===== src/core/spc_pkg.sv =====
// spc_pkg: register map, field positions, reset values and prescale codes
// for the serial port control block; no surroundings assumed.
package spc_pkg;
  // apb byte addresses of the two control registers, the buffer and the status register
  localparam logic [7:0] CTRL_ONE_ADDR = 8'h00;
  localparam logic [7:0] CTRL_TWO_ADDR = 8'h04;
  localparam logic [7:0] BUFFER_ADDR = 8'h08;
  localparam logic [7:0] STATUS_ADDR = 8'h0c;
  // control one fields
  localparam int CLK_DIS_BIT = 12;
  localparam int DOUT_DIS_BIT = 11;
  localparam int WIDTH16_BIT = 10;
  localparam int SMP_PHASE_BIT = 9;
  localparam int EDGE_SEL_BIT = 8;
  localparam int SS_EN_BIT = 7;
  localparam int POLARITY_BIT = 6;
  localparam int MASTER_BIT = 5;
  localparam int SEC_LSB = 2;
  localparam int PRI_LSB = 0;
  localparam logic [15:0] CTRL_ONE_MASK = 16'h1fff;
  // control two fields
  localparam int FRAMED_BIT = 15;
  localparam int SYNC_DIR_BIT = 14;
  localparam int SYNC_POL_BIT = 13;
  localparam int SYNC_EDGE_BIT = 1;
  localparam logic [15:0] CTRL_TWO_MASK = 16'he002;
  // status fields
  localparam int ENABLE_BIT = 15;
  localparam int OVERFLOW_BIT = 6;
  localparam int TX_FULL_BIT = 1;
  localparam int RX_FULL_BIT = 0;
  localparam logic [15:0] CTRL_RESET = 16'h0000;
  // primary prescale codes and ratios
  localparam logic [1:0] PRI_CODE_1 = 2'h3;
  localparam logic [1:0] PRI_CODE_4 = 2'h2;
  localparam logic [1:0] PRI_CODE_16 = 2'h1;
  localparam logic [6:0] PRI_RATIO_1 = 7'h01;
  localparam logic [6:0] PRI_RATIO_4 = 7'h04;
  localparam logic [6:0] PRI_RATIO_16 = 7'h10;
  localparam logic [6:0] PRI_RATIO_64 = 7'h40;
  localparam logic [3:0] SEC_RATIO_MAX = 4'h8;
  localparam logic [4:0] WORD_BITS = 5'h10;
  localparam logic [4:0] BYTE_BITS = 5'h08;
endpackage


===== src/core/spc_prescaler.sv =====
// spc_prescaler: divides the instruction clock by primary times secondary ratio,
// rounded down to even and at least 2, and gives a tick every half serial-clock period.
// assumes codes are held stable while a transfer runs.
`timescale 1ns/1ps
`default_nettype none
module spc_prescaler (
  // clock and reset
  input wire logic clk,
  input wire logic reset,
  // control
  input wire logic run,
  input wire logic [1:0] primary_prescale,
  input wire logic [2:0] secondary_prescale,
  // half-period tick
  output logic half_tick
);
  typedef struct packed {
    logic [10:0] count;
    logic tick;
  } spc_div_s;
  spc_div_s cur_reg, cur_next;
  logic [10:0] half_len;
  logic [10:0] product;

  function automatic logic [6:0] pri_ratio(input logic [1:0] code);
    if (code == spc_pkg::PRI_CODE_1) begin
      pri_ratio = spc_pkg::PRI_RATIO_1;
    end else if (code == spc_pkg::PRI_CODE_4) begin
      pri_ratio = spc_pkg::PRI_RATIO_4;
    end else if (code == spc_pkg::PRI_CODE_16) begin
      pri_ratio = spc_pkg::PRI_RATIO_16;
    end else begin
      pri_ratio = spc_pkg::PRI_RATIO_64;
    end
  endfunction

  // 111 gives 1, 110 gives 2, ... 000 gives 8
  function automatic logic [3:0] sec_ratio(input logic [2:0] code);
    sec_ratio = spc_pkg::SEC_RATIO_MAX - {1'b0, code};
  endfunction

  // product sets the serial clock; half of it per level, at least one cycle
  always_comb begin
    // widen before multiplying: 64 times 8 does not fit the ratio width
    product = 11'(pri_ratio(primary_prescale)) * 11'(sec_ratio(secondary_prescale));
    half_len = product >> 1;
    cur_next = cur_reg;
    cur_next.tick = 1'b0;
    if (!run) begin
      cur_next.count = 11'h000;
    end else if (cur_reg.count + 11'h001 >= half_len) begin
      cur_next.count = 11'h000;
      cur_next.tick = 1'b1;
    end else begin
      cur_next.count = cur_reg.count + 11'h001;
    end
  end

  always_ff @(posedge clk or posedge reset) begin
    if (reset) begin
      cur_reg <= '0;
    end else begin
      cur_reg <= cur_next;
    end
  end

  assign half_tick = cur_reg.tick;
endmodule
`default_nettype wire


===== src/core/spc_sync.sv =====
// spc_sync: three-flop input synchroniser; output changes once the second
// and third stages agree. assumes input is asynchronous to clk.
`timescale 1ns/1ps
`default_nettype none
module spc_sync (
  // clock and reset
  input wire logic clk,
  input wire logic reset,
  // pin and clean level
  input wire logic pin_in,
  output logic level
);
  typedef struct packed {
    logic [2:0] stage;
    logic level;
  } spc_sync_s;
  spc_sync_s cur_reg, cur_next;

  always_comb begin
    cur_next = cur_reg;
    cur_next.stage = {cur_reg.stage[1:0], pin_in};
    if (cur_reg.stage[1] == cur_reg.stage[2]) begin
      cur_next.level = cur_reg.stage[2];
    end
  end

  always_ff @(posedge clk or posedge reset) begin
    if (reset) begin
      cur_reg <= '0;
    end else begin
      cur_reg <= cur_next;
    end
  end

  assign level = cur_reg.level;
endmodule
`default_nettype wire


===== src/core/spc_serial_port.sv =====
// spc_serial_port: configurable synchronous serial port with apb registers.
// assumes an apb master on clk; pins are split into in, out and enable.
//
// Summary of operation
// - master with clock disable set: shift clock pin released to general I/O.
// - data-out disable set: data output pin undriven; clear: port drives it.
// - width bit one shifts 16 bits per transfer; zero shifts 8 bits.
// - master samples input at end of output time if phase set, else middle.
// - edge bit one: slave output changes active-to-idle; zero: idle-to-active; master output always changes active-to-idle.
// - framed mode ignores the edge bit; software programs it zero.
// - slave with select enable uses the active-low select pin, else ignores it.
// - polarity one: clock idles high; zero: clock idles low.
// - master bit one: port generates the clock; zero: slave.
// - secondary code 111 divides by 1, 110 by 2, 000 by 8.
// - primary code 11 divides by 1, 10 by 4.
// - framed mode turns the select pin into a frame sync pulse.
// - sync direction one: sync is input; zero: port drives sync.
// - sync polarity one: sync active high; zero: active low.
// - sync edge one: sync coincides with first bit; zero: precedes it.
// - unimplemented control bits read as zero.
// - master clock is instruction clock over primary times secondary ratio; an odd product is rounded down to even, at least 2.
// - shift clock pin is output in master role, input in slave role.
// - master starts a full-duplex transfer when software writes the buffer.
//
// Implementation choices: the register addresses and register access over APB.
`timescale 1ns/1ps
`default_nettype none
module spc_serial_port (
  // clock and reset
  input wire logic clk,
  input wire logic reset,
  // apb slave
  input wire logic psel,
  input wire logic penable,
  input wire logic pwrite,
  input wire logic [7:0] paddr,
  input wire logic [31:0] pwdata,
  output logic [31:0] prdata,
  output logic pready,
  output logic pslverr,
  // shift clock pin
  input wire logic shift_clock_pin_in,
  output logic shift_clock_pin_out,
  output logic shift_clock_pin_oe_n,
  // serial data pins
  input wire logic serial_data_in_pin,
  output logic serial_data_out_pin,
  output logic serial_data_out_pin_oe_n,
  // slave select or frame sync pin
  input wire logic slave_select_pin_in,
  output logic slave_select_pin_out,
  output logic slave_select_pin_oe_n
);
  typedef enum logic [1:0] {ST_IDLE, ST_SYNC, ST_SHIFT} spc_state_e;
  typedef struct packed {
    spc_state_e state;
    logic [15:0] ctrl_one;
    logic [15:0] ctrl_two;
    logic enable;
    logic overflow;
    logic [15:0] tx_buf;
    logic tx_full;
    logic [15:0] rx_buf;
    logic rx_full;
    logic [15:0] shifter;
    logic [4:0] bits_left;
    logic phase;
    logic sampled;
    logic sck_prev;
    logic [31:0] prdata;
    logic pready;
    logic pslverr;
    logic sck_out;
    logic sck_oe_n;
    logic sdo;
    logic sdo_oe_n;
    logic ss_out;
    logic ss_oe_n;
  } spc_port_s;
  spc_port_s cur_reg, cur_next;

  logic half_tick;
  logic sck_level;
  logic sdi_level;
  logic ss_level;
  logic [15:0] ctrl_one_rd;
  logic [15:0] ctrl_two_rd;
  logic [15:0] status_rd;
  logic master, framed, width16, input_sample_phase, cke, clock_polarity, ss_en;
  logic sync_dir, sync_pol, sync_edge;
  logic slave_selected, slave_frame_seen, lead_edge, trail_edge, out_edge, in_edge;
  logic apb_access;
  logic last_bit;

  spc_prescaler u_prescaler (
    .clk(clk),
    .reset(reset),
    .run(cur_reg.state != ST_IDLE),
    .primary_prescale(cur_reg.ctrl_one[spc_pkg::PRI_LSB +: 2]),
    .secondary_prescale(cur_reg.ctrl_one[spc_pkg::SEC_LSB +: 3]),
    .half_tick(half_tick)
  );

  spc_sync u_sync_sck (
    .clk(clk),
    .reset(reset),
    .pin_in(shift_clock_pin_in),
    .level(sck_level)
  );

  spc_sync u_sync_sdi (
    .clk(clk),
    .reset(reset),
    .pin_in(serial_data_in_pin),
    .level(sdi_level)
  );

  spc_sync u_sync_ss (
    .clk(clk),
    .reset(reset),
    .pin_in(slave_select_pin_in),
    .level(ss_level)
  );

  always_comb begin
    master = cur_reg.ctrl_one[spc_pkg::MASTER_BIT];
    framed = cur_reg.ctrl_two[spc_pkg::FRAMED_BIT];
    width16 = cur_reg.ctrl_one[spc_pkg::WIDTH16_BIT];
    input_sample_phase = cur_reg.ctrl_one[spc_pkg::SMP_PHASE_BIT];
    // framed operation ignores the edge bit
    cke = cur_reg.ctrl_one[spc_pkg::EDGE_SEL_BIT] & ~framed;
    clock_polarity = cur_reg.ctrl_one[spc_pkg::POLARITY_BIT];
    ss_en = cur_reg.ctrl_one[spc_pkg::SS_EN_BIT];
    sync_dir = cur_reg.ctrl_two[spc_pkg::SYNC_DIR_BIT];
    sync_pol = cur_reg.ctrl_two[spc_pkg::SYNC_POL_BIT];
    sync_edge = cur_reg.ctrl_two[spc_pkg::SYNC_EDGE_BIT];
    // unimplemented bits masked off on read
    ctrl_one_rd = cur_reg.ctrl_one & spc_pkg::CTRL_ONE_MASK;
    ctrl_two_rd = cur_reg.ctrl_two & spc_pkg::CTRL_TWO_MASK;
    status_rd = 16'h0000;
    status_rd[spc_pkg::ENABLE_BIT] = cur_reg.enable;
    status_rd[spc_pkg::OVERFLOW_BIT] = cur_reg.overflow;
    status_rd[spc_pkg::TX_FULL_BIT] = cur_reg.tx_full;
    status_rd[spc_pkg::RX_FULL_BIT] = cur_reg.rx_full;
    // slave selected when the pin is not in use, or when it is low
    slave_selected = ~ss_en | ~ss_level;
    slave_frame_seen = (ss_level == sync_pol);
    // slave edges from the synchronised pin; polarity maps level to active
    lead_edge = (sck_level ^ clock_polarity) & ~(cur_reg.sck_prev ^ clock_polarity);
    trail_edge = ~(sck_level ^ clock_polarity) & (cur_reg.sck_prev ^ clock_polarity);
    out_edge = cke ? trail_edge : lead_edge;
    in_edge = cke ? lead_edge : trail_edge;
    apb_access = psel & penable & ~cur_reg.pready;
    last_bit = (cur_reg.bits_left == 5'h01);
  end

  always_comb begin
    cur_next = cur_reg;
    cur_next.pready = 1'b0;
    cur_next.pslverr = 1'b0;
    cur_next.sck_prev = sck_level;
    // apb: one wait state, answer registered
    if (apb_access) begin
      cur_next.pready = 1'b1;
      cur_next.prdata = 32'h00000000;
      if (paddr == spc_pkg::CTRL_ONE_ADDR) begin
        if (pwrite) begin
          cur_next.ctrl_one = pwdata[15:0] & spc_pkg::CTRL_ONE_MASK;
        end else begin
          cur_next.prdata = {16'h0000, ctrl_one_rd};
        end
      end else if (paddr == spc_pkg::CTRL_TWO_ADDR) begin
        if (pwrite) begin
          cur_next.ctrl_two = pwdata[15:0] & spc_pkg::CTRL_TWO_MASK;
        end else begin
          cur_next.prdata = {16'h0000, ctrl_two_rd};
        end
      end else if (paddr == spc_pkg::BUFFER_ADDR) begin
        if (pwrite) begin
          cur_next.tx_buf = pwdata[15:0];
          cur_next.tx_full = 1'b1;
        end else begin
          cur_next.prdata = {16'h0000, cur_reg.rx_buf};
          cur_next.rx_full = 1'b0;
        end
      end else if (paddr == spc_pkg::STATUS_ADDR) begin
        if (pwrite) begin
          cur_next.enable = pwdata[spc_pkg::ENABLE_BIT];
          if (!pwdata[spc_pkg::OVERFLOW_BIT]) begin
            cur_next.overflow = 1'b0;
          end
        end else begin
          cur_next.prdata = {16'h0000, status_rd};
        end
      end else begin
        cur_next.pslverr = 1'b1;
      end
    end

    case (cur_reg.state)
      ST_IDLE: begin
        cur_next.sck_out = clock_polarity;
        cur_next.phase = 1'b0;
        if (framed && !sync_dir) begin
          cur_next.ss_out = ~sync_pol;
        end
        if (cur_reg.enable && !cur_reg.overflow && cur_reg.tx_full && master
            && (!framed || !sync_dir || slave_frame_seen)) begin
          cur_next.shifter = cur_reg.tx_buf;
          cur_next.tx_full = 1'b0;
          cur_next.bits_left = width16 ? spc_pkg::WORD_BITS : spc_pkg::BYTE_BITS;
          cur_next.sdo = width16 ? cur_reg.tx_buf[15] : cur_reg.tx_buf[7];
          if (framed && !sync_dir) begin
            cur_next.ss_out = sync_pol;
          end
          // early sync spends one bit time before the first clock
          cur_next.state = (framed && !sync_edge) ? ST_SYNC : ST_SHIFT;
        end else if (cur_reg.enable && !cur_reg.overflow && !master
                     && (framed ? slave_frame_seen : slave_selected)) begin
          cur_next.shifter = cur_reg.tx_full ? cur_reg.tx_buf : 16'h0000;
          cur_next.tx_full = 1'b0;
          cur_next.bits_left = width16 ? spc_pkg::WORD_BITS : spc_pkg::BYTE_BITS;
          cur_next.sdo = width16 ? cur_reg.tx_buf[15] : cur_reg.tx_buf[7];
          cur_next.state = ST_SHIFT;
        end
      end
      ST_SYNC: begin
        if (half_tick) begin
          cur_next.phase = ~cur_reg.phase;
          if (cur_reg.phase) begin
            cur_next.ss_out = ~sync_pol;
            cur_next.state = ST_SHIFT;
          end
        end
      end
      ST_SHIFT: begin
        if (master && half_tick) begin
          cur_next.phase = ~cur_reg.phase;
          cur_next.sck_out = ~cur_reg.phase ^ clock_polarity;
          if (framed && !sync_dir && sync_edge) begin
            cur_next.ss_out = ~sync_pol;
          end
          // first half: mid-time sample; second half: end-time sample
          if (!cur_reg.phase && !input_sample_phase) begin
            cur_next.sampled = sdi_level;
          end
          if (cur_reg.phase) begin
            cur_next.shifter = {cur_reg.shifter[14:0], input_sample_phase ? sdi_level : cur_reg.sampled};
            cur_next.sdo = width16 ? cur_reg.shifter[14] : cur_reg.shifter[6];
            cur_next.bits_left = cur_reg.bits_left - 5'h01;
          end
        end else if (!master) begin
          if (in_edge) begin
            cur_next.shifter = {cur_reg.shifter[14:0], sdi_level};
            cur_next.bits_left = cur_reg.bits_left - 5'h01;
          end
          if (out_edge) begin
            cur_next.sdo = width16 ? cur_reg.shifter[15] : cur_reg.shifter[7];
          end
          if (!framed && !slave_selected) begin
            cur_next.state = ST_IDLE;
          end
        end
        if (cur_reg.bits_left == 5'h00 || (master && half_tick && cur_reg.phase && last_bit)) begin
          cur_next.state = ST_IDLE;
          if (cur_reg.rx_full) begin
            cur_next.overflow = 1'b1;
          end else begin
            cur_next.rx_buf = (cur_reg.bits_left == 5'h00) ? cur_reg.shifter
                : {cur_reg.shifter[14:0], input_sample_phase ? sdi_level : cur_reg.sampled};
            cur_next.rx_full = 1'b1;
          end
          if (!width16) begin
            cur_next.rx_buf[15:8] = 8'h00;
          end
        end
      end
      default: begin
        cur_next.state = ST_IDLE;
      end
    endcase

    // pin drive, active-low enables
    cur_next.sck_oe_n = ~(cur_reg.enable & master & ~cur_reg.ctrl_one[spc_pkg::CLK_DIS_BIT]);
    cur_next.sdo_oe_n = ~(cur_reg.enable & ~cur_reg.ctrl_one[spc_pkg::DOUT_DIS_BIT]);
    cur_next.ss_oe_n = ~(cur_reg.enable & framed & ~sync_dir);
  end

  always_ff @(posedge clk or posedge reset) begin
    if (reset) begin
      cur_reg <= '0;
      cur_reg.state <= ST_IDLE;
      cur_reg.sck_oe_n <= 1'b1;
      cur_reg.sdo_oe_n <= 1'b1;
      cur_reg.ss_oe_n <= 1'b1;
      cur_reg.ss_out <= 1'b1;
    end else begin
      cur_reg <= cur_next;
    end
  end

  assign prdata = cur_reg.prdata;
  assign pready = cur_reg.pready;
  assign pslverr = cur_reg.pslverr;
  assign shift_clock_pin_out = cur_reg.sck_out;
  assign shift_clock_pin_oe_n = cur_reg.sck_oe_n;
  assign serial_data_out_pin = cur_reg.sdo;
  assign serial_data_out_pin_oe_n = cur_reg.sdo_oe_n;
  assign slave_select_pin_out = cur_reg.ss_out;
  assign slave_select_pin_oe_n = cur_reg.ss_oe_n;
endmodule
`default_nettype wire


===== config.mk =====
export PLATFORM = sky130hd
export DESIGN_NAME = spc_serial_port
export DESIGN_NICKNAME = d
export VERILOG_FILES = /design/src/core/spc_pkg.sv /design/src/core/spc_prescaler.sv /design/src/core/spc_sync.sv /design/src/core/spc_serial_port.sv
export SDC_FILE = /design/constraint.sdc
export NUM_CORES = 1
export LEC_CHECK = 0
export BUFFER_PORTS_ARGS = -buffer_cell sky130_fd_sc_hd__buf_2
export CAP_MARGIN = 25
export CORE_MARGIN = 2
export CORE_UTILIZATION = 35
export CTS_CLUSTER_SIZE = 12
export DETAILED_ROUTE_END_ITERATION = 8
export PLACE_DENSITY = 0.59
export SLEW_MARGIN = 0
export SYNTH_ARGS = -nofsm -noshare
export SYNTH_HDL_FRONTEND = slang
export SYNTH_HIERARCHICAL = 1
export SYNTH_SLANG_ARGS = --single-unit

===== constraint.sdc =====
create_clock -name clk -period 10.2 [get_ports clk]
set_input_delay 0.51 -clock clk [delete_from_list [all_inputs] [get_ports clk]]
set_output_delay 0.51 -clock clk [all_outputs]
set_load 0.02 [all_outputs]

# ---- Word level (Yosys, flattened, before mapping)
# Index checks and enable logic that the tools add are counted.
dict set report word_totals {
  register_bits 127
  latchBits 0
  ram_bits 0
  rom_bits 0
  input_bits 48
  output_inout_bits 40
  elab_cells 231
  n_memories 0
}
dict set report classes {
  n_addsub 3
  multipliers 1
  div 0
  magnitude_cmp 1
  n_eq_ne 26
  shift 0
  n_mux 92
  n_bitwise 32
  reduce_logical 44
}
# op n
set ops {}
lappend ops {{$mux W16} 9}
lappend ops {{$mux W21} 6}
lappend ops {{$mux W18} 3}
lappend ops {{$mux W17} 3}
lappend ops {{$mux W1} 46}
lappend ops {{$pmux W21 S2} 1}
lappend ops {{$ne A3 B3 Y1 const B} 8}
lappend ops {{$mux W11} 2}
lappend ops {{$mux W2} 11}
lappend ops {{$mux W7} 3}
lappend ops {{$reduce_and A5 Y1} 4}
lappend ops {{$not A1 Y1} 18}
lappend ops {{$eq A8 B4 Y1 const B} 2}
lappend ops {{$reduce_and A3 Y1} 5}
lappend ops {{$logic_and A1 B1 Y1} 14}
lappend ops {{$mux W13} 1}
lappend ops {{$reduce_and A6 Y1} 2}
lappend ops {{$add A11 B1 Y11 const B} 1}
lappend ops {{$ge A11 B10 Y1} 1}
lappend ops {{$mul A7 B4 Y11} 1}
lappend ops {{$and A1 B1 Y1} 10}
lappend ops {{$eq A8 B3 Y1 const B} 1}
lappend ops {{$logic_not A1 Y1} 8}
lappend ops {{$logic_not A8 Y1} 1}
lappend ops {{22 further kinds} 38}

# ---- Logic depth before layout (Yosys ltp)
dict set report logic_depth {
  word_depth 10
  depth_mapped 18
  depth_no_buf 17
}

# ---- Cells and area by module
# Netlist, hierarchy kept.
# mod instances cells_per_inst area_each_um2 seq_area_each_um2
set modules_own_cells {}
lappend modules_own_cells {spc_serial_port 1 472 5320.1 2582.5}
lappend modules_own_cells {spc_prescaler 1 129 1164.9 300.3}
lappend modules_own_cells {spc_sync 3 6 115.1 100.1}

# ---- Least setup slack after synthesis
# OpenSTA, ideal clock, no wires.
dict set report synth_timing {
  kind {reg-to-reg}
  start {reg cur_reg (netlist bit ctrl_one_rd[2])}
  end {reg u_prescaler/cur_reg[10] (netlist name)}
  setup_ps 89
  t_arrival_ps 3258
  t_required_ps 10111
  slack_ps 6853
  stages_incl_launch_ff 19
  n_path_buf 1
  period_less_slack_ps 3347
  path_cell_list {dfrtp_1 inv_1 ha_1 inv_1 nor2_1 ha_1 fa_1 ha_1 a21oi_1 nor2b_1 and2_1 o21ai_1 xor2_1 ha_1 a21o_1 a21oi_1 nand2_2 buf_6 nor3b_1}
}
# element line_no
set synth_rtl {}
lappend synth_rtl {{from (decl)} spc_serial_port.sv:80} ;# spc_port_s cur_reg, cur_next;
lappend synth_rtl {{from (signal assigned)} spc_serial_port.sv:298} ;# cur_reg <= cur_next;
lappend synth_rtl {{to (signal assigned)} spc_prescaler.sv:63} ;# cur_reg <= cur_next;
lappend synth_rtl {{to (decl)} spc_prescaler.sv:21} ;# spc_div_s cur_reg, cur_next;

==> impl_metrics.toml <==
[worst_setup_path]
rr_endpoint = "u_prescaler/cur_reg[6]"
crit_required_ns = 10.47
end_kind = "flop"
arrival_ns = 4.13
worstRegToRegCells = 15
cp_max_fo = 10
reg2reg_slack_ns = 6.34
timing.rr.start = "ctrl_one_rd[2]"
cp-start-kind = "flop"
crit_type = "reg2reg"

[floorplanning]
ios = 88
core_area_um2 = 19300
die_x_um = 144
start_util = 0.353
die_h_um = 144
rows = 51
fp.dieArea_um2 = 20600

[sta]
setup_tns_ns = 0
rsz0062_at_grt = "false"
hold_violations = 0
fin_crit_ns = 3.86
setup_violations = 0
fmax_mhz = 259
whs_ns = 0.0216
finalClockSkew_ns = 0.00989
fin_crit_sh = 0.378
slew_headroom = 0.300
worst_slew_pin_slew_ns = 1.05
slew_violations = 0

[layout]
largest_register_ff_count = 62
area_growth_pct = 13.0
drive_gt1_frac = 0.260
final_nets = 734
fillers = 1859
final_core_util = 0.399
diodes = 0

[global_route]
grt_pass1_vias = 4564
antenna_found_initial = 0
grt_pass1_wl_um = 23900
track_usage = 0.151
grt_start_max_net_pins = 69
grt_overflow = 0

[logic_synthesis]
synth_warnings = 6
synth-edff-count = 0
syn_inst = 619
synth_flop_cell = "dfrtp_1"
ys_ff_latch = 127
yosysSeqAreaShare = 0.466
synth.avg_cell_area_um2 = 11.0
synth.distinct_cells = 66
synthArstFlopShare = 1.00
syn_area_um2 = 6830

[clocking]
hold_buffers = 0
post_cts_buffers = 0
clockRootBuffer = "clkbuf_16"
ctsResizeCount = 0
cts_buffer_depth = 2
cts.clk_slew.worst_paths_ns = 0.06
cts_sinks = 127
cts_inserted_buffers = 17
clock_latency_ns = 0.42
tritoncts = "yes"
h-tree-depth = 4

[pwr]
power_per_cell_area_nw_per_um2 = 186
power_frac_seq = 0.395
p_leak_uw = 0.00364
p_sw_uw = 444
ir_drop_mv = 0.113
combPwrFrac = 0.199
swShare = 0.308
internal_power_uw = 995
pwr-share-clk = 0.406

[drt]
first_iter_violations = 200
drtAntennaViolNets = 0
wl_per_cell_um = 15.7
route.detailed.drc = 0
num_vias = 4585
wl_um = 14700
vias_per_cell = 4.91
firstDrtPassIters = 5

[flow_run]
cap_violations = 0

[outcome]
status = "finished, final reports clean"

[placed_design]
place_congestion = 0.803
dpl.hpwl_um = 10700
io_buffers = 55

[min_path]
hp-class = "in2async"
how the worst max path moves through the flow:
stage	from	end	slack, ns	cells after the start
after floorplan	ctrl_one_rd[2]	u_prescaler/cur_reg[10]	6.85	18
after global placement	ctrl_one_rd[2]	u_prescaler/cur_reg[10]	6.53	16
after detailed placement	ctrl_one_rd[2]	u_prescaler/cur_reg[6]	6.41	16
after CTS	ctrl_one_rd[2]	u_prescaler/cur_reg[6]	6.35	13
after global routing	ctrl_one_rd[2]	u_prescaler/cur_reg[6]	5.94	15
final	ctrl_one_rd[2]	u_prescaler/cur_reg[6]	6.34	15
layout make-up:
cell class	instances	area (um2)	area share
multi-input cells	428	3240	0.420
clock inverters	13	129	0.0167
inverters	23	88.8	0.0115
well taps	265	332	0.0430
repair buffers	58	298	0.0386
flip-flops and latches	127	3180	0.413
clock buffers	19	443	0.0574
cells in the final DEF (no fill, tap or decap), types with 3 or more instances in the layout:
master,netlist,layout
o21ai_0,29,29
mux2_4,16,16
a22oi_1,4,4
nand2_1,56,56
a21oi_1,21,21
clkbuf_16,0,17
inv_6,0,5
xor2_1,7,7
nor3_1,11,11
and2_1,3,3
nand2b_1,6,6
a21o_1,3,3
inv_1,23,22
mux2_2,44,44
nand3_1,10,10
clkinv_4,0,4
conb_1,2,17
nor3b_1,9,9
mux2i_1,23,23
nor2b_1,11,11
dfstp_2,4,4
a22o_1,5,5
a31o_2,3,3
a221o_1,13,13
ha_1,29,29
o31ai_1,7,7
buf_2,5,55
xnor2_1,11,11
nor2_1,34,34
maj3_2,3,3
buf_4,34,3
dfrtp_1,123,123
and2_0,11,11
or3_1,3,3
synth_stat cells, types with 4 or more instances:
cell,count,area [um2]
a22oi_1,4,30.0
clkbuf_1,13,48.8
buf_4,34,255
buf_2,5,25.0
mux2_2,44,495
nor3_1,11,55.1
a221o_1,13,130
o21ai_0,29,145
xor2_1,7,61.3
buf_6,4,45.0
dfrtp_1,123,3080
nor2b_1,11,68.8
dfstp_2,4,105
ha_1,29,363
and2_0,11,68.8
xnor2_1,11,96.3
o31ai_1,7,52.6
a22o_1,5,43.8
a21oi_1,21,105
nor2_1,34,128
nor3b_1,9,67.6
nand3_1,10,50.1
mux2_4,16,240
mux2i_1,23,230
inv_1,23,86.3
nand2_1,56,210
nand2b_1,6,37.5
worst max-delay path: stages, from the launching register on:
cell and delay, ns:
dfrtp_1 0.43, inv_1 0.12, ha_1 0.22, xor2_1 0.33, nor2_1 0.13, fa_1 0.52, ha_1 0.23, a21oi_1 0.15
nor2b_1 0.08, and2_1 0.15, o21ai_1 0.15, xor2_1 0.09, ha_1 0.29, nand3_1 0.10, o21ai_1 0.59, nor3b_1 0.13
power by group through the flow:
stage | clock network, uW | logic (uW) | registers (uW)
5_1_grt | 619 | 320 | 572
3_3_place_gp | 0 | 275 | 574
6_report | 584 | 287 | 568
3_5_place_dp | 0 | 286 | 576
2_1_floorplan | 0 | 237 | 569
4_1_cts | 598 | 289 | 567
metal layers:
layer / global-route usage / wire [um] / share of wire
met1: 0.198 / 6880 / 0.47
met2: 0.242 / 6910 / 0.47
met3: 0.0423 / 678 / 0.046
met4: 0.0485 / 229 / 0.016
met5: 0 / 0 / 0
stage by stage:
step	std cells	total power (uW)	area [um2]	setup WS [ns]
floorplan	634	807	6890	6.85
global placement	901	849	7140	6.53
detailed placement	901	862	7140	6.41
CTS	933	1450	7720	6.35
global route	933	1510	7720	5.94
finish	933	1440	7720	6.34
cell families after synthesis:
kind of cell / share of synthesized area
buffers and inverters: 0.0674
multiplexers: 0.145
AO/OA/AOI/OAI: 0.103
XOR/XNOR: 0.0255
adder cells (fa/ha/maj): 0.0639
other: 0.00110
AND/OR/NAND/NOR: 0.129
flip-flops: 0.466
Note: power is estimated with default switching activity, not from simulation.
